[src/hw/timer_capture_pkg.sv]
// constants, types and state layout of the timer pair with input capture
// Operation
// - low-word run bit starts the 32-bit pair when joined, else the low timer.
// - gate-accumulate counts only while gate is high; ignored with external clock.
// - prescale codes 00,01,10,11 divide by 1, 8, 64 and 256.
// - join bit 3 makes one 32-bit timer; clear gives two 16-bit timers.
// - clock-source bit picks external pin rising edges, else instruction clock.
// - each timer idle-halt bit stops that timer during Idle.
// - while joined, upper-word control bits have no effect on counting, except its idle-halt bit, which also stops the pair.
// - unimplemented control bits read as zero.
// - a capture event latches the selected 16-bit timer value.
// - mode field decodes off, every edge, fall, rise, 4th, 16th, disabled.
// - mode 111 uses pin only as rising-edge interrupt during Sleep or Idle.
// - captures-per-interrupt raises the interrupt after 1, 2, 3 or 4 captures; every-edge mode interrupts on each capture.
// - captured values wait in a four-word first-in first-out buffer.
// - read-only overflow flag, cleared by hardware only.
// - read-only not-empty flag reflects unread values, hardware cleared.
// - timer-select set captures first timer, clear captures second timer.
// - capture idle-halt bit stops the capture channel during Idle.
// - a capture pin event wakes the device from Sleep and Idle.
// - joined, lower timer is low word and higher timer the high word.
// - joined, low-word inputs drive the pair; match flags the upper timer.
package timer_capture_pkg;

    localparam int          ADDR_W         = 8;
    localparam logic [7:0]  OFS_LOW_CTRL   = 8'h00;
    localparam logic [7:0]  OFS_HIGH_CTRL  = 8'h04;
    localparam logic [7:0]  OFS_CAP_CTRL   = 8'h08;
    localparam logic [7:0]  OFS_CAP_BUF    = 8'h0C;
    localparam logic [7:0]  OFS_CNT_LOW    = 8'h10;
    localparam logic [7:0]  OFS_CNT_HIGH   = 8'h14;
    localparam logic [7:0]  OFS_PER_LOW    = 8'h18;
    localparam logic [7:0]  OFS_PER_HIGH   = 8'h1C;

    localparam int          BIT_RUN        = 15;
    localparam int          BIT_IDLE_HALT  = 13;
    localparam int          BIT_GATE       = 6;
    localparam int          BIT_PRE_LO     = 4;
    localparam int          BIT_JOIN       = 3;
    localparam int          BIT_CLK_SRC    = 1;
    localparam int          BIT_CAP_TSEL   = 7;
    localparam int          BIT_CPI_LO     = 5;
    localparam int          BIT_OVF        = 4;
    localparam int          BIT_BNE        = 3;

    localparam logic [15:0] LOW_CTRL_MASK  = 16'hA07A;
    localparam logic [15:0] HIGH_CTRL_MASK = 16'hA072;
    localparam logic [15:0] CAP_CTRL_MASK  = 16'h20E7;
    localparam logic [15:0] CTRL_RESET     = 16'h0000;
    localparam logic [15:0] COUNT_RESET    = 16'h0000;
    localparam logic [15:0] PERIOD_RESET   = 16'hFFFF;

    localparam logic [7:0]  PRE_LIM_1      = 8'h00;
    localparam logic [7:0]  PRE_LIM_8      = 8'h07;
    localparam logic [7:0]  PRE_LIM_64     = 8'h3F;
    localparam logic [7:0]  PRE_LIM_256    = 8'hFF;
    localparam logic [3:0]  EDGE_LIM_4     = 4'h3;
    localparam logic [3:0]  EDGE_LIM_16    = 4'hF;
    localparam logic [2:0]  FIFO_DEPTH     = 3'h4;

    localparam logic [1:0]  RESP_OKAY      = 2'h0;
    localparam logic [1:0]  RESP_SLVERR    = 2'h2;

    typedef enum logic [2:0] {
        CAP_OFF      = 3'b000,
        CAP_EVERY    = 3'b001,
        CAP_FALL     = 3'b010,
        CAP_RISE     = 3'b011,
        CAP_RISE4    = 3'b100,
        CAP_RISE16   = 3'b101,
        CAP_DISABLED = 3'b110,
        CAP_WAKE     = 3'b111
    } cap_mode_e;

    typedef struct packed {
        logic [15:0]       low_ctrl;
        logic [15:0]       high_ctrl;
        logic [15:0]       cap_ctrl;
        logic [15:0]       cnt_low;
        logic [15:0]       cnt_high;
        logic [15:0]       per_low;
        logic [15:0]       per_high;
        logic [7:0]        pre_low;
        logic [7:0]        pre_high;
        logic              ext_low_prev;
        logic              ext_high_prev;
        logic              pin_prev;
        logic [3:0][15:0]  fifo;
        logic [1:0]        wr_ptr;
        logic [1:0]        rd_ptr;
        logic [2:0]        fill;
        logic              overflow;
        logic [3:0]        edge_cnt;
        logic [1:0]        cap_cnt;
        logic              aw_have;
        logic              w_have;
        logic [ADDR_W-1:0] aw_addr;
        logic [31:0]       w_data;
        logic [3:0]        w_strb;
        logic              awready;
        logic              wready;
        logic              bvalid;
        logic [1:0]        bresp;
        logic              arready;
        logic              rvalid;
        logic [31:0]       rdata;
        logic [1:0]        rresp;
        logic              cap_irq;
        logic              low_irq;
        logic              high_irq;
        logic              wake;
    } state_s;

endpackage

[src/hw/timer_pair_input_capture.sv]
// timer pair with joinable 32-bit mode and four-word input capture channel
//
// The register addresses and register access over AXI4-Lite were decided locally.
`timescale 1ns/10ps
module timer_pair_input_capture (
    input  wire logic                                 clk_i,
    input  wire logic                                 rstn_i,
    input  wire logic [timer_capture_pkg::ADDR_W-1:0] s_axi_awaddr_i,
    input  wire logic                                 s_axi_awvalid_i,
    output logic                                      s_axi_awready_o,
    input  wire logic [31:0]                          s_axi_wdata_i,
    input  wire logic [3:0]                           s_axi_wstrb_i,
    input  wire logic                                 s_axi_wvalid_i,
    output logic                                      s_axi_wready_o,
    output logic [1:0]                                s_axi_bresp_o,
    output logic                                      s_axi_bvalid_o,
    input  wire logic                                 s_axi_bready_i,
    input  wire logic [timer_capture_pkg::ADDR_W-1:0] s_axi_araddr_i,
    input  wire logic                                 s_axi_arvalid_i,
    output logic                                      s_axi_arready_o,
    output logic [31:0]                               s_axi_rdata_o,
    output logic [1:0]                                s_axi_rresp_o,
    output logic                                      s_axi_rvalid_o,
    input  wire logic                                 s_axi_rready_i,
    input  wire logic                                 idle_i,
    input  wire logic                                 sleep_i,
    input  wire logic                                 gate_low_i,
    input  wire logic                                 gate_high_i,
    input  wire logic                                 external_count_pin_low_i,
    input  wire logic                                 external_count_pin_high_i,
    input  wire logic                                 capture_input_pin_i,
    output logic                                      capture_irq_o,
    output logic                                      timer_low_irq_o,
    output logic                                      timer_high_irq_o,
    output logic                                      wake_o
);
    import timer_capture_pkg::*;

    state_s s_reg;
    state_s s_next;

    function automatic logic [7:0] pre_limit(input logic [1:0] sel);
        logic [7:0] lim;
        lim = PRE_LIM_1;
        unique case (sel)
            2'b00: lim = PRE_LIM_1;
            2'b01: lim = PRE_LIM_8;
            2'b10: lim = PRE_LIM_64;
            2'b11: lim = PRE_LIM_256;
        endcase
        return lim;
    endfunction

    // raw count request before the prescaler
    function automatic logic tick_source(input logic [15:0] ctrl,
                                         input logic        ext_rise,
                                         input logic        gate);
        logic t;
        t = 1'b1;
        if (ctrl[BIT_CLK_SRC]) begin
            t = ext_rise;
        end else if (ctrl[BIT_GATE]) begin
            t = gate;
        end
        return t;
    endfunction

    function automatic logic [15:0] merge16(input logic [15:0] old,
                                            input logic [31:0] data,
                                            input logic [3:0]  strb,
                                            input logic [15:0] mask);
        logic [15:0] v;
        v = old;
        if (strb[0]) begin
            v[7:0] = data[7:0];
        end
        if (strb[1]) begin
            v[15:8] = data[15:8];
        end
        return v & mask;
    endfunction

    logic              join_on;
    logic              low_in;
    logic              high_in;
    logic              low_step;
    logic              high_step;
    logic              ext_low_rise;
    logic              ext_high_rise;
    logic              pin_rise;
    logic              pin_fall;
    logic              cap_active;
    logic              cap_event;
    logic              edge_hit;
    logic              pop;
    logic              push;
    logic [2:0]        fill_after_pop;
    logic [15:0]       cap_value;
    logic [15:0]       cap_status;
    logic              aw_ok;
    logic              w_ok;
    logic [ADDR_W-1:0] waddr;
    logic [31:0]       wdata;
    logic [3:0]        wstrb;
    logic              do_write;
    logic              do_read;
    cap_mode_e         mode;

    always_comb begin
        s_next = s_reg;
        s_next.cap_irq = 1'b0;
        s_next.low_irq = 1'b0;
        s_next.high_irq = 1'b0;
        s_next.wake = 1'b0;
        s_next.ext_low_prev = external_count_pin_low_i;
        s_next.ext_high_prev = external_count_pin_high_i;
        s_next.pin_prev = capture_input_pin_i;

        ext_low_rise = external_count_pin_low_i & ~s_reg.ext_low_prev;
        ext_high_rise = external_count_pin_high_i & ~s_reg.ext_high_prev;
        pin_rise = capture_input_pin_i & ~s_reg.pin_prev;
        pin_fall = ~capture_input_pin_i & s_reg.pin_prev;
        join_on = s_reg.low_ctrl[BIT_JOIN];

        // low-word control drives the pair when joined
        low_in = s_reg.low_ctrl[BIT_RUN]
                 & ~(idle_i & s_reg.low_ctrl[BIT_IDLE_HALT]);
        if (join_on) begin
            // either idle-halt bit stops the joined pair
            low_in = low_in
                     & ~(idle_i & s_reg.high_ctrl[BIT_IDLE_HALT]);
        end
        low_in = low_in & tick_source(s_reg.low_ctrl, ext_low_rise,
                                      gate_low_i);
        high_in = s_reg.high_ctrl[BIT_RUN]
                  & ~(idle_i & s_reg.high_ctrl[BIT_IDLE_HALT])
                  & tick_source(s_reg.high_ctrl, ext_high_rise,
                                gate_high_i) & ~join_on;

        low_step = 1'b0;
        if (low_in) begin
            if (s_reg.pre_low >= pre_limit(
                    s_reg.low_ctrl[BIT_PRE_LO +: 2])) begin
                s_next.pre_low = 8'h00;
                low_step = 1'b1;
            end else begin
                s_next.pre_low = s_reg.pre_low + 8'h01;
            end
        end
        high_step = 1'b0;
        if (high_in) begin
            if (s_reg.pre_high >= pre_limit(
                    s_reg.high_ctrl[BIT_PRE_LO +: 2])) begin
                s_next.pre_high = 8'h00;
                high_step = 1'b1;
            end else begin
                s_next.pre_high = s_reg.pre_high + 8'h01;
            end
        end

        if (join_on) begin
            if (low_step) begin
                if ({s_reg.cnt_high, s_reg.cnt_low}
                    == {s_reg.per_high, s_reg.per_low}) begin
                    s_next.cnt_low = COUNT_RESET;
                    s_next.cnt_high = COUNT_RESET;
                    s_next.high_irq = 1'b1;
                end else begin
                    {s_next.cnt_high, s_next.cnt_low} =
                        {s_reg.cnt_high, s_reg.cnt_low} + 32'h0000_0001;
                end
            end
        end else begin
            if (low_step) begin
                if (s_reg.cnt_low == s_reg.per_low) begin
                    s_next.cnt_low = COUNT_RESET;
                    s_next.low_irq = 1'b1;
                end else begin
                    s_next.cnt_low = s_reg.cnt_low + 16'h0001;
                end
            end
            if (high_step) begin
                if (s_reg.cnt_high == s_reg.per_high) begin
                    s_next.cnt_high = COUNT_RESET;
                    s_next.high_irq = 1'b1;
                end else begin
                    s_next.cnt_high = s_reg.cnt_high + 16'h0001;
                end
            end
        end

        // capture channel
        mode = cap_mode_e'(s_reg.cap_ctrl[2:0]);
        cap_active = ~(idle_i & s_reg.cap_ctrl[BIT_IDLE_HALT]);
        edge_hit = 1'b0;
        cap_event = 1'b0;
        unique case (mode)
            CAP_EVERY: cap_event = pin_rise | pin_fall;
            CAP_FALL:  cap_event = pin_fall;
            CAP_RISE:  cap_event = pin_rise;
            CAP_RISE4: begin
                edge_hit = s_reg.edge_cnt >= EDGE_LIM_4;
                cap_event = pin_rise & edge_hit;
            end
            CAP_RISE16: begin
                edge_hit = s_reg.edge_cnt >= EDGE_LIM_16;
                cap_event = pin_rise & edge_hit;
            end
            CAP_OFF, CAP_DISABLED, CAP_WAKE: cap_event = 1'b0;
        endcase
        cap_event = cap_event & cap_active;
        if (cap_active && pin_rise
            && (mode == CAP_RISE4 || mode == CAP_RISE16)) begin
            s_next.edge_cnt = edge_hit ? 4'h0 : s_reg.edge_cnt + 4'h1;
        end

        // timer-select polarity kept as printed
        cap_value = s_reg.cap_ctrl[BIT_CAP_TSEL] ? s_reg.cnt_low
                                                  : s_reg.cnt_high;

        do_read = s_axi_arvalid_i & s_reg.arready & ~s_reg.rvalid;
        pop = do_read && (s_axi_araddr_i == OFS_CAP_BUF)
              && (s_reg.fill != 3'h0);
        fill_after_pop = s_reg.fill - {2'b00, pop};
        push = cap_event && (fill_after_pop != FIFO_DEPTH);
        if (pop) begin
            s_next.rd_ptr = s_reg.rd_ptr + 2'h1;
        end
        if (push) begin
            s_next.fifo[s_reg.wr_ptr] = cap_value;
            s_next.wr_ptr = s_reg.wr_ptr + 2'h1;
            // every-edge mode interrupts on each capture, field ignored
            if (mode == CAP_EVERY
                || s_reg.cap_cnt >= s_reg.cap_ctrl[BIT_CPI_LO +: 2]) begin
                s_next.cap_cnt = 2'h0;
                s_next.cap_irq = 1'b1;
            end else begin
                s_next.cap_cnt = s_reg.cap_cnt + 2'h1;
            end
        end
        s_next.fill = fill_after_pop + {2'b00, push};
        // clear on draining, but a new overflow in the same cycle wins
        if (pop && fill_after_pop == 3'h0) begin
            s_next.overflow = 1'b0;
        end
        if (cap_event && !push) begin
            s_next.overflow = 1'b1;
        end
        if (mode == CAP_WAKE && pin_rise && (sleep_i || idle_i)) begin
            s_next.cap_irq = 1'b1;
            s_next.wake = 1'b1;
        end
        if (cap_event && (sleep_i || idle_i)) begin
            s_next.wake = 1'b1;
        end
        if (mode == CAP_OFF) begin
            s_next.wr_ptr = 2'h0;
            s_next.rd_ptr = 2'h0;
            s_next.fill = 3'h0;
            s_next.overflow = 1'b0;
            s_next.edge_cnt = 4'h0;
            s_next.cap_cnt = 2'h0;
        end

        cap_status = s_reg.cap_ctrl & CAP_CTRL_MASK;
        cap_status[BIT_OVF] = s_reg.overflow;
        cap_status[BIT_BNE] = s_reg.fill != 3'h0;

        // write channel: address and data may arrive in either order
        aw_ok = s_reg.aw_have | (s_axi_awvalid_i & s_reg.awready);
        w_ok = s_reg.w_have | (s_axi_wvalid_i & s_reg.wready);
        waddr = s_reg.aw_have ? s_reg.aw_addr : s_axi_awaddr_i;
        wdata = s_reg.w_have ? s_reg.w_data : s_axi_wdata_i;
        wstrb = s_reg.w_have ? s_reg.w_strb : s_axi_wstrb_i;
        if (s_axi_awvalid_i && s_reg.awready) begin
            s_next.aw_have = 1'b1;
            s_next.aw_addr = s_axi_awaddr_i;
        end
        if (s_axi_wvalid_i && s_reg.wready) begin
            s_next.w_have = 1'b1;
            s_next.w_data = s_axi_wdata_i;
            s_next.w_strb = s_axi_wstrb_i;
        end
        if (s_reg.bvalid && s_axi_bready_i) begin
            s_next.bvalid = 1'b0;
        end
        do_write = aw_ok & w_ok & ~s_reg.bvalid;
        if (do_write) begin
            s_next.aw_have = 1'b0;
            s_next.w_have = 1'b0;
            s_next.bvalid = 1'b1;
            s_next.bresp = RESP_OKAY;
            // software writes take priority over counting
            unique case (waddr)
                OFS_LOW_CTRL: s_next.low_ctrl = merge16(s_reg.low_ctrl,
                    wdata, wstrb, LOW_CTRL_MASK);
                OFS_HIGH_CTRL: s_next.high_ctrl = merge16(s_reg.high_ctrl,
                    wdata, wstrb, HIGH_CTRL_MASK);
                OFS_CAP_CTRL: s_next.cap_ctrl = merge16(s_reg.cap_ctrl,
                    wdata, wstrb, CAP_CTRL_MASK & ~16'h0018);
                OFS_CNT_LOW: s_next.cnt_low = merge16(s_reg.cnt_low,
                    wdata, wstrb, 16'hFFFF);
                OFS_CNT_HIGH: s_next.cnt_high = merge16(s_reg.cnt_high,
                    wdata, wstrb, 16'hFFFF);
                OFS_PER_LOW: s_next.per_low = merge16(s_reg.per_low,
                    wdata, wstrb, 16'hFFFF);
                OFS_PER_HIGH: s_next.per_high = merge16(s_reg.per_high,
                    wdata, wstrb, 16'hFFFF);
                OFS_CAP_BUF: s_next.bresp = RESP_OKAY;
                default: s_next.bresp = RESP_SLVERR;
            endcase
        end
        s_next.awready = ~s_next.aw_have;
        s_next.wready = ~s_next.w_have;

        // read channel
        if (s_reg.rvalid && s_axi_rready_i) begin
            s_next.rvalid = 1'b0;
        end
        if (do_read) begin
            s_next.rvalid = 1'b1;
            s_next.rresp = RESP_OKAY;
            s_next.rdata = 32'h0000_0000;
            unique case (s_axi_araddr_i)
                OFS_LOW_CTRL:  s_next.rdata[15:0] = s_reg.low_ctrl;
                OFS_HIGH_CTRL: s_next.rdata[15:0] = s_reg.high_ctrl;
                OFS_CAP_CTRL:  s_next.rdata[15:0] = cap_status;
                OFS_CAP_BUF:   s_next.rdata[15:0] = s_reg.fifo[s_reg.rd_ptr];
                OFS_CNT_LOW:   s_next.rdata[15:0] = s_reg.cnt_low;
                OFS_CNT_HIGH:  s_next.rdata[15:0] = s_reg.cnt_high;
                OFS_PER_LOW:   s_next.rdata[15:0] = s_reg.per_low;
                OFS_PER_HIGH:  s_next.rdata[15:0] = s_reg.per_high;
                default:       s_next.rresp = RESP_SLVERR;
            endcase
        end
        s_next.arready = ~s_next.rvalid;
    end

    always_ff @(posedge clk_i) begin
        if (!rstn_i) begin
            s_reg <= '0;
            s_reg.low_ctrl <= CTRL_RESET;
            s_reg.high_ctrl <= CTRL_RESET;
            s_reg.cap_ctrl <= CTRL_RESET;
            s_reg.per_low <= PERIOD_RESET;
            s_reg.per_high <= PERIOD_RESET;
        end else begin
            s_reg <= s_next;
        end
    end

    assign s_axi_awready_o  = s_reg.awready;
    assign s_axi_wready_o   = s_reg.wready;
    assign s_axi_bresp_o    = s_reg.bresp;
    assign s_axi_bvalid_o   = s_reg.bvalid;
    assign s_axi_arready_o  = s_reg.arready;
    assign s_axi_rdata_o    = s_reg.rdata;
    assign s_axi_rresp_o    = s_reg.rresp;
    assign s_axi_rvalid_o   = s_reg.rvalid;
    assign capture_irq_o    = s_reg.cap_irq;
    assign timer_low_irq_o  = s_reg.low_irq;
    assign timer_high_irq_o = s_reg.high_irq;
    assign wake_o           = s_reg.wake;

endmodule

[config.mk]
export PLATFORM = sky130hd
export DESIGN_NAME = timer_pair_input_capture
export DESIGN_NICKNAME = d
export VERILOG_FILES = /design/src/hw/timer_capture_pkg.sv /design/src/hw/timer_pair_input_capture.sv
export SDC_FILE = /design/constraint.sdc
export NUM_CORES = 1
export LEC_CHECK = 0
export ABC_AREA = 1
export BUFFER_PORTS_ARGS = -buffer_cell sky130_fd_sc_hd__buf_2
export CORE_MARGIN = 1
export CORE_UTILIZATION = 25
export DETAILED_ROUTE_END_ITERATION = 6
export PLACE_DENSITY = 0.47
export SETUP_SLACK_MARGIN = 0.02
export SLEW_MARGIN = 20
export SYNTH_ARGS = -nofsm -noshare
export SYNTH_HDL_FRONTEND = slang
export SYNTH_SLANG_ARGS = --single-unit
export TNS_END_PERCENT = 20
[constraint.sdc]
create_clock -name clk_i -period 4 [get_ports clk_i]
set_input_delay 0.8 -clock clk_i [delete_from_list [all_inputs] [get_ports clk_i]]
set_output_delay 0.8 -clock clk_i [all_outputs]
set_load 0.01 [all_outputs]
==> out/results.txt, run 1 <==
Largest delay share family, worst path: simple AND/OR/NAND/NOR gates
most used cell, CP: nand2_1
cts repair resizes: 0
CP Buf/Inv Count: 2
die width: 237 um
Yosys cell types: 43
vias in the first global route: 13,300
clock slew at reported path FFs: 50 ps
crit-path cells: buf_2 -> nor2_1 -> nand2_1 -> nor2_1 -> nand2_1 -> nor3_1 -> ha_1 -> ha_1 -> xnor2_1 -> nor3_1 -> nor2_4 -> nand2_1 -> buf_4 -> nand2_1 -> a21oi_1
Max Cap Viol: 0
Core Area: 54,100 um^2
GP Congestion: 0.893
CP required: 4420 ps
Avg Vias per Cell: 4.84
largest net degree at the start of global routing: 124
Critical Path Source: s_axi_araddr_i[1]
WS Path Type: input pin to flop
synth warn: 0
gr usage total: 0.176
Die Y: 237 um
layout cells sized above 1: 0.0975
Max Root-Sink Buffers: 3
Setup TNS: 0 ps
hold_sp: external_count_pin_low_i
final setup vio count: 0
num ports: 111
HPWL after DPL: 37,000 um
Worst VDD drop: 0.000260 V
Critical Path AT: 3490 ps
Port Buffers: 74
Initial Util: 0.254
crit-path max FO: 15
critical path launch point type: input pin
Synth Area in Compound Gates: 0.204
Post-Syn Area: 13,800 um^2
synthesized flop and latch total: 236
vias after detailed routing: 14,000
Gate Count Post-Synth: 2,144
RSZ-0062 raised after global routing: false
fmax: 326 MHz
# Post-CTS Setup Buffers: 0
fillers: 5,999
Simple-Gate Fraction of Synth Area: 0.284
Antenna Cells: 0
status: finished, final reports clean
CTS tree: built
total grt overflow: 0
Final nets: 2,277
final setup skew: 10.7 ps
final hold vios: 0
CP max stage delay: 360 ps
initial antenna violation count: 2
FF-to-FF Start: s_reg[289]
number of detailed-route iterations in the first pass: 5
clk sinks: 236
DR iter-0 viols: 1,089
register area share after synthesis: 0.343
CTS Root Cell: clkbuf_16
Rows: 85
Die ar.: 56,000 um^2
normalized max-slew margin: 0.353
Leak: 6.32 nW
critical path capture point type: flop
Hold Path Class: input pin to flop
WL per Instance: 17.3 um
main combinational cell family by area after synthesis: simple AND/OR/NAND/NOR gates
hold_buf cts: 0
first-pass GRT wire length: 76,900 um
Synth Area in Adders: 0.0263
P per Cell Area: 359 nW/um^2
post-synthesis xor/xnor area fraction: 0.0197
CP max-delay cell: nor2_4
CTS Buf Count: 31
# H-tree levels: 1
routed wire length: 50,100 um
Post-DRT Antenna Nets: 0
min Tclk post-route: 3060 ps
Post-route DRC: 0
Slew Viols, Final: 0
mux cell area share after synthesis: 0
Worst-Skew Late Latency: 580 ps
Final period util: 0.766
Mean Syn Cell Area: 6.42 um^2
Synth-to-Final Area Change: 14.6%
worst-margin pin slew: 961 ps
Power Total: 5.66 mW
max FFs per register: 200
-- cell type report --
| class | count | area (um^2) | share of cell area |
|---|---|---|---|
| inverters | 251 | 942 | 0.0597 |
| clock inverters | 10 | 153 | 0.00967 |
| repair buffers | 123 | 753 | 0.0477 |
| multi-input cells | 1539 | 7430 | 0.471 |
| clock buffers | 45 | 908 | 0.0576 |
| flip-flops and latches | 236 | 4720 | 0.299 |
| well taps | 696 | 871 | 0.0552 |
-- Yosys cell counts, drive strengths merged --
cell | n | area [um^2]
ha | 29 | 363
a31oi | 3 | 18.8
nand3 | 149 | 761
nor3 | 29 | 150
nor2 | 183 | 727
a211oi | 1 | 7.51
nand3b | 1 | 7.51
o31ai | 9 | 72.6
o211ai | 34 | 255
and3 | 1 | 6.26
nand4 | 20 | 125
dfxtp | 236 | 4720
buf | 76 | 522
xnor2 | 11 | 96.3
a22o | 1 | 8.76
o21ai | 232 | 1160
clkbuf | 59 | 221
nand2 | 543 | 2050
o2111ai | 5 | 43.8
a221oi | 3 | 26.3
nor4 | 5 | 31.3
or2 | 4 | 25.0
xor2 | 20 | 175
a21boi | 1 | 7.51
o22ai | 19 | 119
nor3b | 4 | 30.0
conb | 1 | 3.75
clkinv | 3 | 11.3
a21oi | 212 | 1070
o21a | 2 | 15.0
inv | 248 | 931
-- through the flow --
stage / util / hold slack [ps] / instance area (um^2) / std cells / setup slack [ps]
2_1_floorplan: - / 424 / 13800 / 2161 / 540
3_3_place_gp: 0.272 / 433 / 14700 / 2845 / 359
3_5_place_dp: 0.272 / 439 / 14700 / 2845 / 327
4_1_cts: 0.292 / 411 / 15800 / 2900 / 925
5_1_grt: 0.292 / 420 / 15800 / 2900 / 656
6_report: 0.292 / 430 / 15800 / 2900 / 935
-- kinds of logic (layout without fill, tap and decap cells) --
kind of cell | after synthesis | after routing
AO/OA/AOI/OAI | 522 | 522
XOR/XNOR | 31 | 31
adder cells (fa/ha/maj) | 29 | 29
buffers and inverters | 386 | 429
flip-flops | 236 | 236
other | 1 | 18
AND/OR/NAND/NOR | 939 | 939
-- worst register-to-register path: cells and delay by family, from the launching register on --
kind / cells / cell delay (ps)
AO/OA/AOI/OAI: 2 / 300
adder cells (fa/ha/maj): 1 / 310
buffers and inverters: 1 / 130
flip-flops: 1 / 360
AND/OR/NAND/NOR: 7 / 1810
-- power breakdown --
part / leakage, nW / internal, mW / switching, mW
combinational: 3.89 / 0.0931 / 0.242
clock: 0.523 / 1.81 / 1.12
sequential: 1.91 / 2.38 / 0.0167
-- layout by cell type, fill, tap and decap left out, types with 4 or more instances in the layout --
| cell type | count |
|---|---|
| nand2_1 | 539 |
| inv_1 | 236 |
| dfxtp_1 | 236 |
| o21ai_0 | 229 |
| a21oi_1 | 211 |
| nor2_1 | 169 |
| nand3_1 | 146 |
| buf_2 | 73 |
| buf_4 | 49 |
| o211ai_1 | 34 |
| clkbuf_16 | 31 |
| ha_1 | 29 |
| nor3_1 | 28 |
| nand4_1 | 20 |
| xor2_1 | 20 |
| o22ai_1 | 19 |
| conb_1 | 18 |
| inv_2 | 13 |
| nor2_2 | 13 |
| xnor2_1 | 11 |
| o31ai_1 | 8 |
| clkbuf_8 | 8 |
| clkbuf_1 | 6 |
| o2111ai_1 | 5 |
| clkinv_2 | 5 |
| nand2_2 | 4 |
| or2_2 | 4 |
| nor4_1 | 4 |
| nor3b_1 | 4 |
| bufinv_16 | 4 |
-- layer usage --
metal	track usage	vias to the layer above	wire, um
met4	0.0563	4	1600
met1	0.242	6456	23400
li1	-	7045	-
met3	0.0290	90	3410
met5	0	-	22
met2	0.279	435	21600
-- worst paths after layout --
kind                                    to  slack, ps  cells after the start
worst min-delay path            s_reg[171]        430                      3
worst min register to register  s_reg[137]        450                      2
worst max-delay path            s_reg[167]        940                     15
worst max register to register  s_reg[244]       1030                     11
(Power assumes the default switching activity.)
==> run 2: changes to the inputs <==
Settings changed: PLACE_DENSITY 0.47 to 0.48.
Clock period 4 ns to 2.5 ns, I/O delays scaled along.
==> out/results.txt, run 2 (synthesis gave the netlist of run 1 again) <==
pre-CTS setup slack: -461 ps (-788 ps)
Post-route DRC: 0 (unchanged)
final setup skew: 14.6 ps (+3.88 ps)
normalized max-slew margin: 0.545 (+0.192)
Internal: 6.91 mW (+61%)
CP Buf/Inv Count: 1 (-1)
most frequent cells in the layout: 536 x nand2_1, 233 x inv_1, 233 x dfxtp_1, 229 x o21ai_0, 211 x a21oi_1
fmax: 428 MHz
WL per Instance: 16.9 um (-2.1%)
Psw: 2.22 mW (+62%)
Sw Share: 0.243 (+0.000388)
CTS tree: built
HPWL after DPL: 39,000 um (+5.5%)
hold_sp: external_count_pin_high_i
clock slew at reported path FFs: 60 ps (about the same)
# H-tree levels: 1 (unchanged)
Core Area: 54,100 um^2 (unchanged)
Port Buffers: 74 (unchanged)
initial antenna violation count: 0 (-2)
die width: 237 um (unchanged)
final hold vios: 0 (unchanged)
Hold Crit Endpoint: s_reg[170]
reg2reg end: s_reg[133]
Post-DRT Antenna Nets: 0 (unchanged)
gr usage total: 0.180 (+0.00347)
critical path capture point type: flop
CTS Buf Count: 30 (-3.2%)
P per Cell Area: 541 nW/um^2 (+51%)
most used cell, CP: nor3_4
reg2reg setup slack: 160 ps (-870 ps)
Initial Util: 0.254 (unchanged)
Hold Crit Depth: 3 (unchanged)
total grt overflow: 0 (unchanged)
Avg Vias per Cell: 4.81 (-0.59%)
Antenna Cells: 0 (unchanged)
final setup vio count: 0 (unchanged)
min Tclk post-route: 2340 ps
FF-to-FF path depth: 11 (unchanged)
setup ws final: 164 ps (-771 ps)
vias after detailed routing: 14,500 (+3.3%)
Slew Viols, Final: 0 (unchanged)
Die Y: 237 um (unchanged)
Die ar.: 56,000 um^2 (unchanged)
layout cells sized above 1: 0.152 (+0.0543)
clock network fraction of design power: 0.517 (about the same)
Post-Place Cells: 2,958 (+4.0%)
crit-path max FO: 21 (+6)
WS Path Type: flop to flop
max FFs per register: 200 (unchanged)
RSZ-0062 raised after global routing: true
number of detailed-route iterations in the first pass: 5 (unchanged)
largest net degree at the start of global routing: 66 (-47%)
critical path launch point type: flop
routed wire length: 51,000 um (+1.8%)
CP max stage delay: 330 ps (-30 ps)
GP Congestion: 0.935 (+4.8%)
Critical Path AT: 2810 ps (-680 ps)
FF-to-FF Start: s_reg[99]
hold_buf cts: 0 (unchanged)
Rows: 85 (unchanged)
num ports: 111 (unchanged)
Leak: 6.93 nW (+9.6%)
Final period util: 0.934
Post-Route Utilization: 0.312 (+0.0202)
Worst-Skew Late Latency: 590 ps (about the same)
Final nets: 2,391 (+5.0%)
worst-margin pin slew: 676 ps (-285 ps)
Hold Path Class: input pin to flop
Worst VDD drop: 0.000469 V (+80%)
first-pass GRT wire length: 79,100 um (+2.9%)
sequential power share: 0.420 (-0.004)
Largest delay share family, worst path: simple AND/OR/NAND/NOR gates
status: finished, final reports clean
crit-path cells: nor3_4 -> nor3_2 -> ha_2 -> ha_4 -> xnor2_4 -> nor3_4 -> nor2_4 -> nand2_1 -> buf_12 -> o21ai_0 -> a21oi_1
Max Cap Viol: 0 (unchanged)
Synth-to-Final Area Change: 22.6%
CTS Root Cell: clkbuf_16
CP required: 2970 ps (-1450 ps)
DR iter-0 viols: 1,152 (+5.8%)
clk sinks: 236 (unchanged)
Max Root-Sink Buffers: 3 (unchanged)
Logic pwr share: 0.063 (+0.004)
CP max-delay cell: dfxtp_1
fillers: 6,002 (+0.050%)
vias in the first global route: 13,600 (+2.7%)
Cell Count, Final, Fillers Out: 3,014 (+3.9%)
commonest non-fill, non-tap cell in the layout: nand2_1
-- run 2: changes by cell type in the layout (fill, tap and decap cells not counted), moves of 3 or more --
cell	before	now
nor3_1	28	23
inv_1	236	233
nand2_1	539	536
buf_12	1	5
dfxtp_1	236	233
buf_4	49	158
ha_1	29	25
nor2_4	1	4
nor3_4	0	3
ha_4	0	3
dfxtp_2	0	3
-- run 2: worst max path at each step --
stage / slack, ps / startpoint / end / depth (start not counted)
floorplan: -260 / s_axi_araddr_i[7] / s_reg[100] / 16
global placement: -400 / s_axi_araddr_i[1] / s_reg[165] / 16
detailed placement: -460 / s_axi_araddr_i[1] / s_reg[161] / 16
CTS: 20 / s_reg[289] / s_reg[187] / 11
global route: -5 / s_axi_araddr_i[1] / s_reg[125] / 15
finish: 160 / s_reg[99] / s_reg[133] / 11
-- run 2: power groups by stage --
stage / clock network [mW] / registers (mW) / logic, mW
floorplan: 0 / 3.91 / 0.325
global placement: 0 / 3.92 / 0.572
detailed placement: 0 / 3.92 / 0.577
CTS: 4.83 / 3.84 / 0.579
global route: 4.95 / 3.84 / 0.640
finish: 4.72 / 3.84 / 0.578
-- run 2: layout make-up --
type | instances | area [um^2] | area share
Multi-Input combinational cell | 1539 | 7570 | 0.448
Sequential cell | 236 | 4730 | 0.280
Timing Repair Buffer | 238 | 1680 | 0.0994
Inverter | 251 | 962 | 0.0570
Clock buffer | 44 | 915 | 0.0542
Tap cell | 696 | 871 | 0.0516
Clock inverter | 10 | 158 | 0.00934
-- run 2: worst min-delay path, cell delays in order --
cell,delay [ps]
buf_2,100
nand2_1,50
inv_1,40
-- run 2: routing by layer --
metal  GRT usage  part of all wire  vias up
met5           0                 0        -
met3      0.0216             0.065       82
li1            -                 -     7271
met4      0.0514             0.027        0
met1       0.252              0.47     6680
met2       0.287              0.44      463
-- run 2: repair_timing --
item | 4_1_cts | 5_1_grt
buffers inserted | 0 | 2
resized for setup | 2 | 14
pin swaps | 0 | 2
setup endpoints to repair | 81 | 79
-- run 2: per-stage QoR --
step | setup TNS [ps] | hold slack (ps) | area [um^2] | power [mW]
CTS | 0 | 104 | 16800 | 9.25
global route | -10.7 | 143 | 16900 | 9.43
detailed placement | -29380 | 439 | 15700 | 4.50
finish | 0 | 130 | 16900 | 9.13
global placement | -25090 | 434 | 15700 | 4.49
floorplan | -546 | 424 | 14000 | 4.24
==> run 3: changes to the inputs <==
Settings changed: GPL_TIMING_DRIVEN set to 0, PLACE_DENSITY 0.48 to 0.47.
Clock period 2.5 ns to 2.9 ns, I/O delays scaled along.
==> out/results.txt, run 3 (synthesis gave the netlist of run 1 again) <==
Critical Path AT: 3200 ps (+390 ps)
final hold vios: 0 (unchanged)
Die Y: 237 um (unchanged)
sequential power share: 0.430 (+0.010)
normalized max-slew margin: 0.227 (-0.318)
Hold Path Class: input pin to flop
largest net degree at the start of global routing: 15 (-77%)
Port Buffers: 74 (unchanged)
Avg Vias per Cell: 4.90 (+1.9%)
Final nets: 2,368 (-0.96%)
WL per Instance: 18.9 um (+12%)
worst-margin pin slew: 1150 ps (+472 ps)
gr usage total: 0.199 (+0.0198)
Antenna Cells: 0 (unchanged)
Hold Crit Endpoint: s_reg[170]
Post-DP Area: 15,200 um^2 (-3.4%)
area occupied by multi-input gates: 7550 um^2 (-0.26%)
min Tclk post-route: 2700 ps (+363 ps)
Synth-to-Final Area Change: 18.0%
vias after detailed routing: 14,700 (+1.1%)
layout cells sized above 1: 0.116 (-0.0363)
first-pass GRT wire length: 85,000 um (+7.5%)
Logic pwr share: 0.069 (+0.006)
FF+latch area: 4730 um^2 (about the same)
initial antenna violation count: 1 (+1)
crit-path cells: nor3_2 -> nor3_4 -> ha_2 -> ha_4 -> xnor2_4 -> nor3_4 -> nor2_4 -> nand2_1 -> clkbuf_1 -> o21ai_0 -> a21oi_1
commonest non-fill, non-tap cell in the layout: nand2_1
CTS Root Cell: clkbuf_16
Die ar.: 56,000 um^2 (unchanged)
Max Root-Sink Buffers: 3 (unchanged)
Core Area: 54,100 um^2 (unchanged)
most used cell, CP: nor3_4
CP max stage delay: 450 ps (+120 ps)
die width: 237 um (unchanged)
CP required: 3400 ps (+430 ps)
Rows: 85 (unchanged)
GP Congestion: 0.921 (-1.6%)
Slew Viols, Final: 0 (unchanged)
CTS Buf Count: 30 (unchanged)
max FFs per register: 200 (unchanged)
reg2reg end: s_reg[145]
reg2reg setup slack: 200 ps (+40 ps)
Post-Place Cells: 2,935 (-0.78%)
HPWL after DPL: 44,700 um (+15%)
Hold Crit Depth: 3 (unchanged)
Psw: 1.96 mW (-12%)
crit-path max FO: 10 (-52%)
final setup vio count: 0 (unchanged)
CTS tree: built
# H-tree levels: 1 (unchanged)
P per Cell Area: 473 nW/um^2 (-13%)
final setup skew: 15.9 ps (+1.36 ps)
Max Cap Viol: 0 (unchanged)
Setup TNS: 0 ps (unchanged)
clk sinks: 236 (unchanged)
DR iter-0 viols: 1,209 (+4.9%)
routed wire length: 56,600 um (+11%)
CP max-delay cell: nor3_2
FF-to-FF Start: s_reg[99]
Final period util: 0.931 (-0.00378)
hold_buf cts: 0 (unchanged)
critical path launch point type: flop
Internal: 5.72 mW (-17%)
num ports: 111 (unchanged)
Post-DRT Antenna Nets: 0 (unchanged)
cell area after layout: 16,200 um^2 (-3.7%)
WS Path Type: flop to flop
Cell Count, Final, Fillers Out: 2,990 (-0.80%)
Worst-Skew Late Latency: 590 ps (about the same)
Leak: 6.58 nW (-5.1%)
FF-to-FF path depth: 11 (unchanged)
hold_sp: external_count_pin_high_i
critical path capture point type: flop
total grt overflow: 0 (unchanged)
RSZ-0062 raised after global routing: false
vias in the first global route: 13,900 (+2.1%)
number of detailed-route iterations in the first pass: 5 (unchanged)
Initial Util: 0.254 (unchanged)
Sw Share: 0.255 (+0.0122)
clock network fraction of design power: 0.501 (-0.016)
Worst VDD drop: 0.000440 V (-6.0%)
fillers: 6,015 (+0.22%)
Post-route DRC: 0 (unchanged)
clock slew at reported path FFs: 60 ps (about the same)
most frequent cells in the layout: 537 x nand2_1, 235 x dfxtp_1, 234 x inv_1, 224 x o21ai_0, 211 x a21oi_1
fmax: 370 MHz (-13%)
status: finished, final reports clean
-- run 3: changes by cell type in the layout (fill, tap and decap cells not counted), sizes merged --
cell      previous run  this run
buf                238       156
bufinv               4         1
clkbuf              44       105
clkinv               5         9
clkinvlp             3         0
inv                249       248
-- run 3: area by class of cell --
| type | count | area share |
|---|---|---|
| clock buffers | 46 | 0.0580 |
| multi-input cells | 1539 | 0.464 |
| inverters | 251 | 0.0580 |
| well taps | 696 | 0.0536 |
| plain buffers | 135 | 0.0460 |
| flip-flops and latches | 236 | 0.291 |
| repair buffers | 80 | 0.0254 |
| clock inverters | 7 | 0.00370 |
-- run 3: power groups by stage --
stage          Sequential [mW]  Combinational, mW  Clock (mW)
6_report                  3.31              0.526        3.85
2_1_floorplan             3.37              0.278           0
5_1_grt                   3.31              0.573        4.04
3_5_place_dp              3.38              0.516           0
3_3_place_gp              3.38              0.505           0
4_1_cts                   3.31              0.519        3.92
-- run 3: per-stage QoR --
| step | total power [mW] | hold WS, ps | util | worst slack, ps |
|---|---|---|---|---|
| floorplan | 3.65 | 424 | - | 24.1 |
| global placement | 3.88 | 435 | 0.280 | -728 |
| detailed placement | 3.89 | 441 | 0.281 | -709 |
| CTS | 7.74 | 190 | 0.300 | 57.9 |
| global route | 7.92 | 213 | 0.300 | 33.8 |
| finish | 7.68 | 203 | 0.300 | 201 |
-- run 3: routing by layer --
| layer | global-route usage | routed length (um) | vias up |
|---|---|---|---|
| li1 | - | - | 7243 |
| met1 | 0.265 | 25300 | 6767 |
| met2 | 0.321 | 25200 | 542 |
| met3 | 0.0345 | 4120 | 98 |
| met4 | 0.0730 | 2020 | 0 |
| met5 | 0 | 0 | - |
-- run 3: timing repair --
action,CTS,global route
pin swaps,0,3
resized for setup,4,4
hold endpoints to repair,0,0
endpoints found under the setup margin,22,58
setup buffers,0,2
-- run 3: worst max path at each step --
stage                      startpoint          endpoint  slack [ps]  cells after the start
finish                      s_reg[99]        s_reg[145]         200                     11
global route               s_reg[100]        s_reg[100]          30                     13
CTS                 s_axi_araddr_i[1]         s_reg[99]          60                     17
detailed placement  s_axi_araddr_i[1]        s_reg[100]        -710                     17
global placement    s_axi_araddr_i[1]  s_axi_rdata_o[0]        -730                      6
floorplan           s_axi_araddr_i[7]        s_reg[100]          20                     16
-- run 3: critical path: cells and delay by family, from the launching register on --
kind                       cells  cell delay [ps]
AOI/OAI and AO/OA              2              320
and+or+nand+nor                5             1040
xor gates and xnor gates       1              160
buffers and inverters          1              390
DFF                            1              320
adders and majority gates      2              390
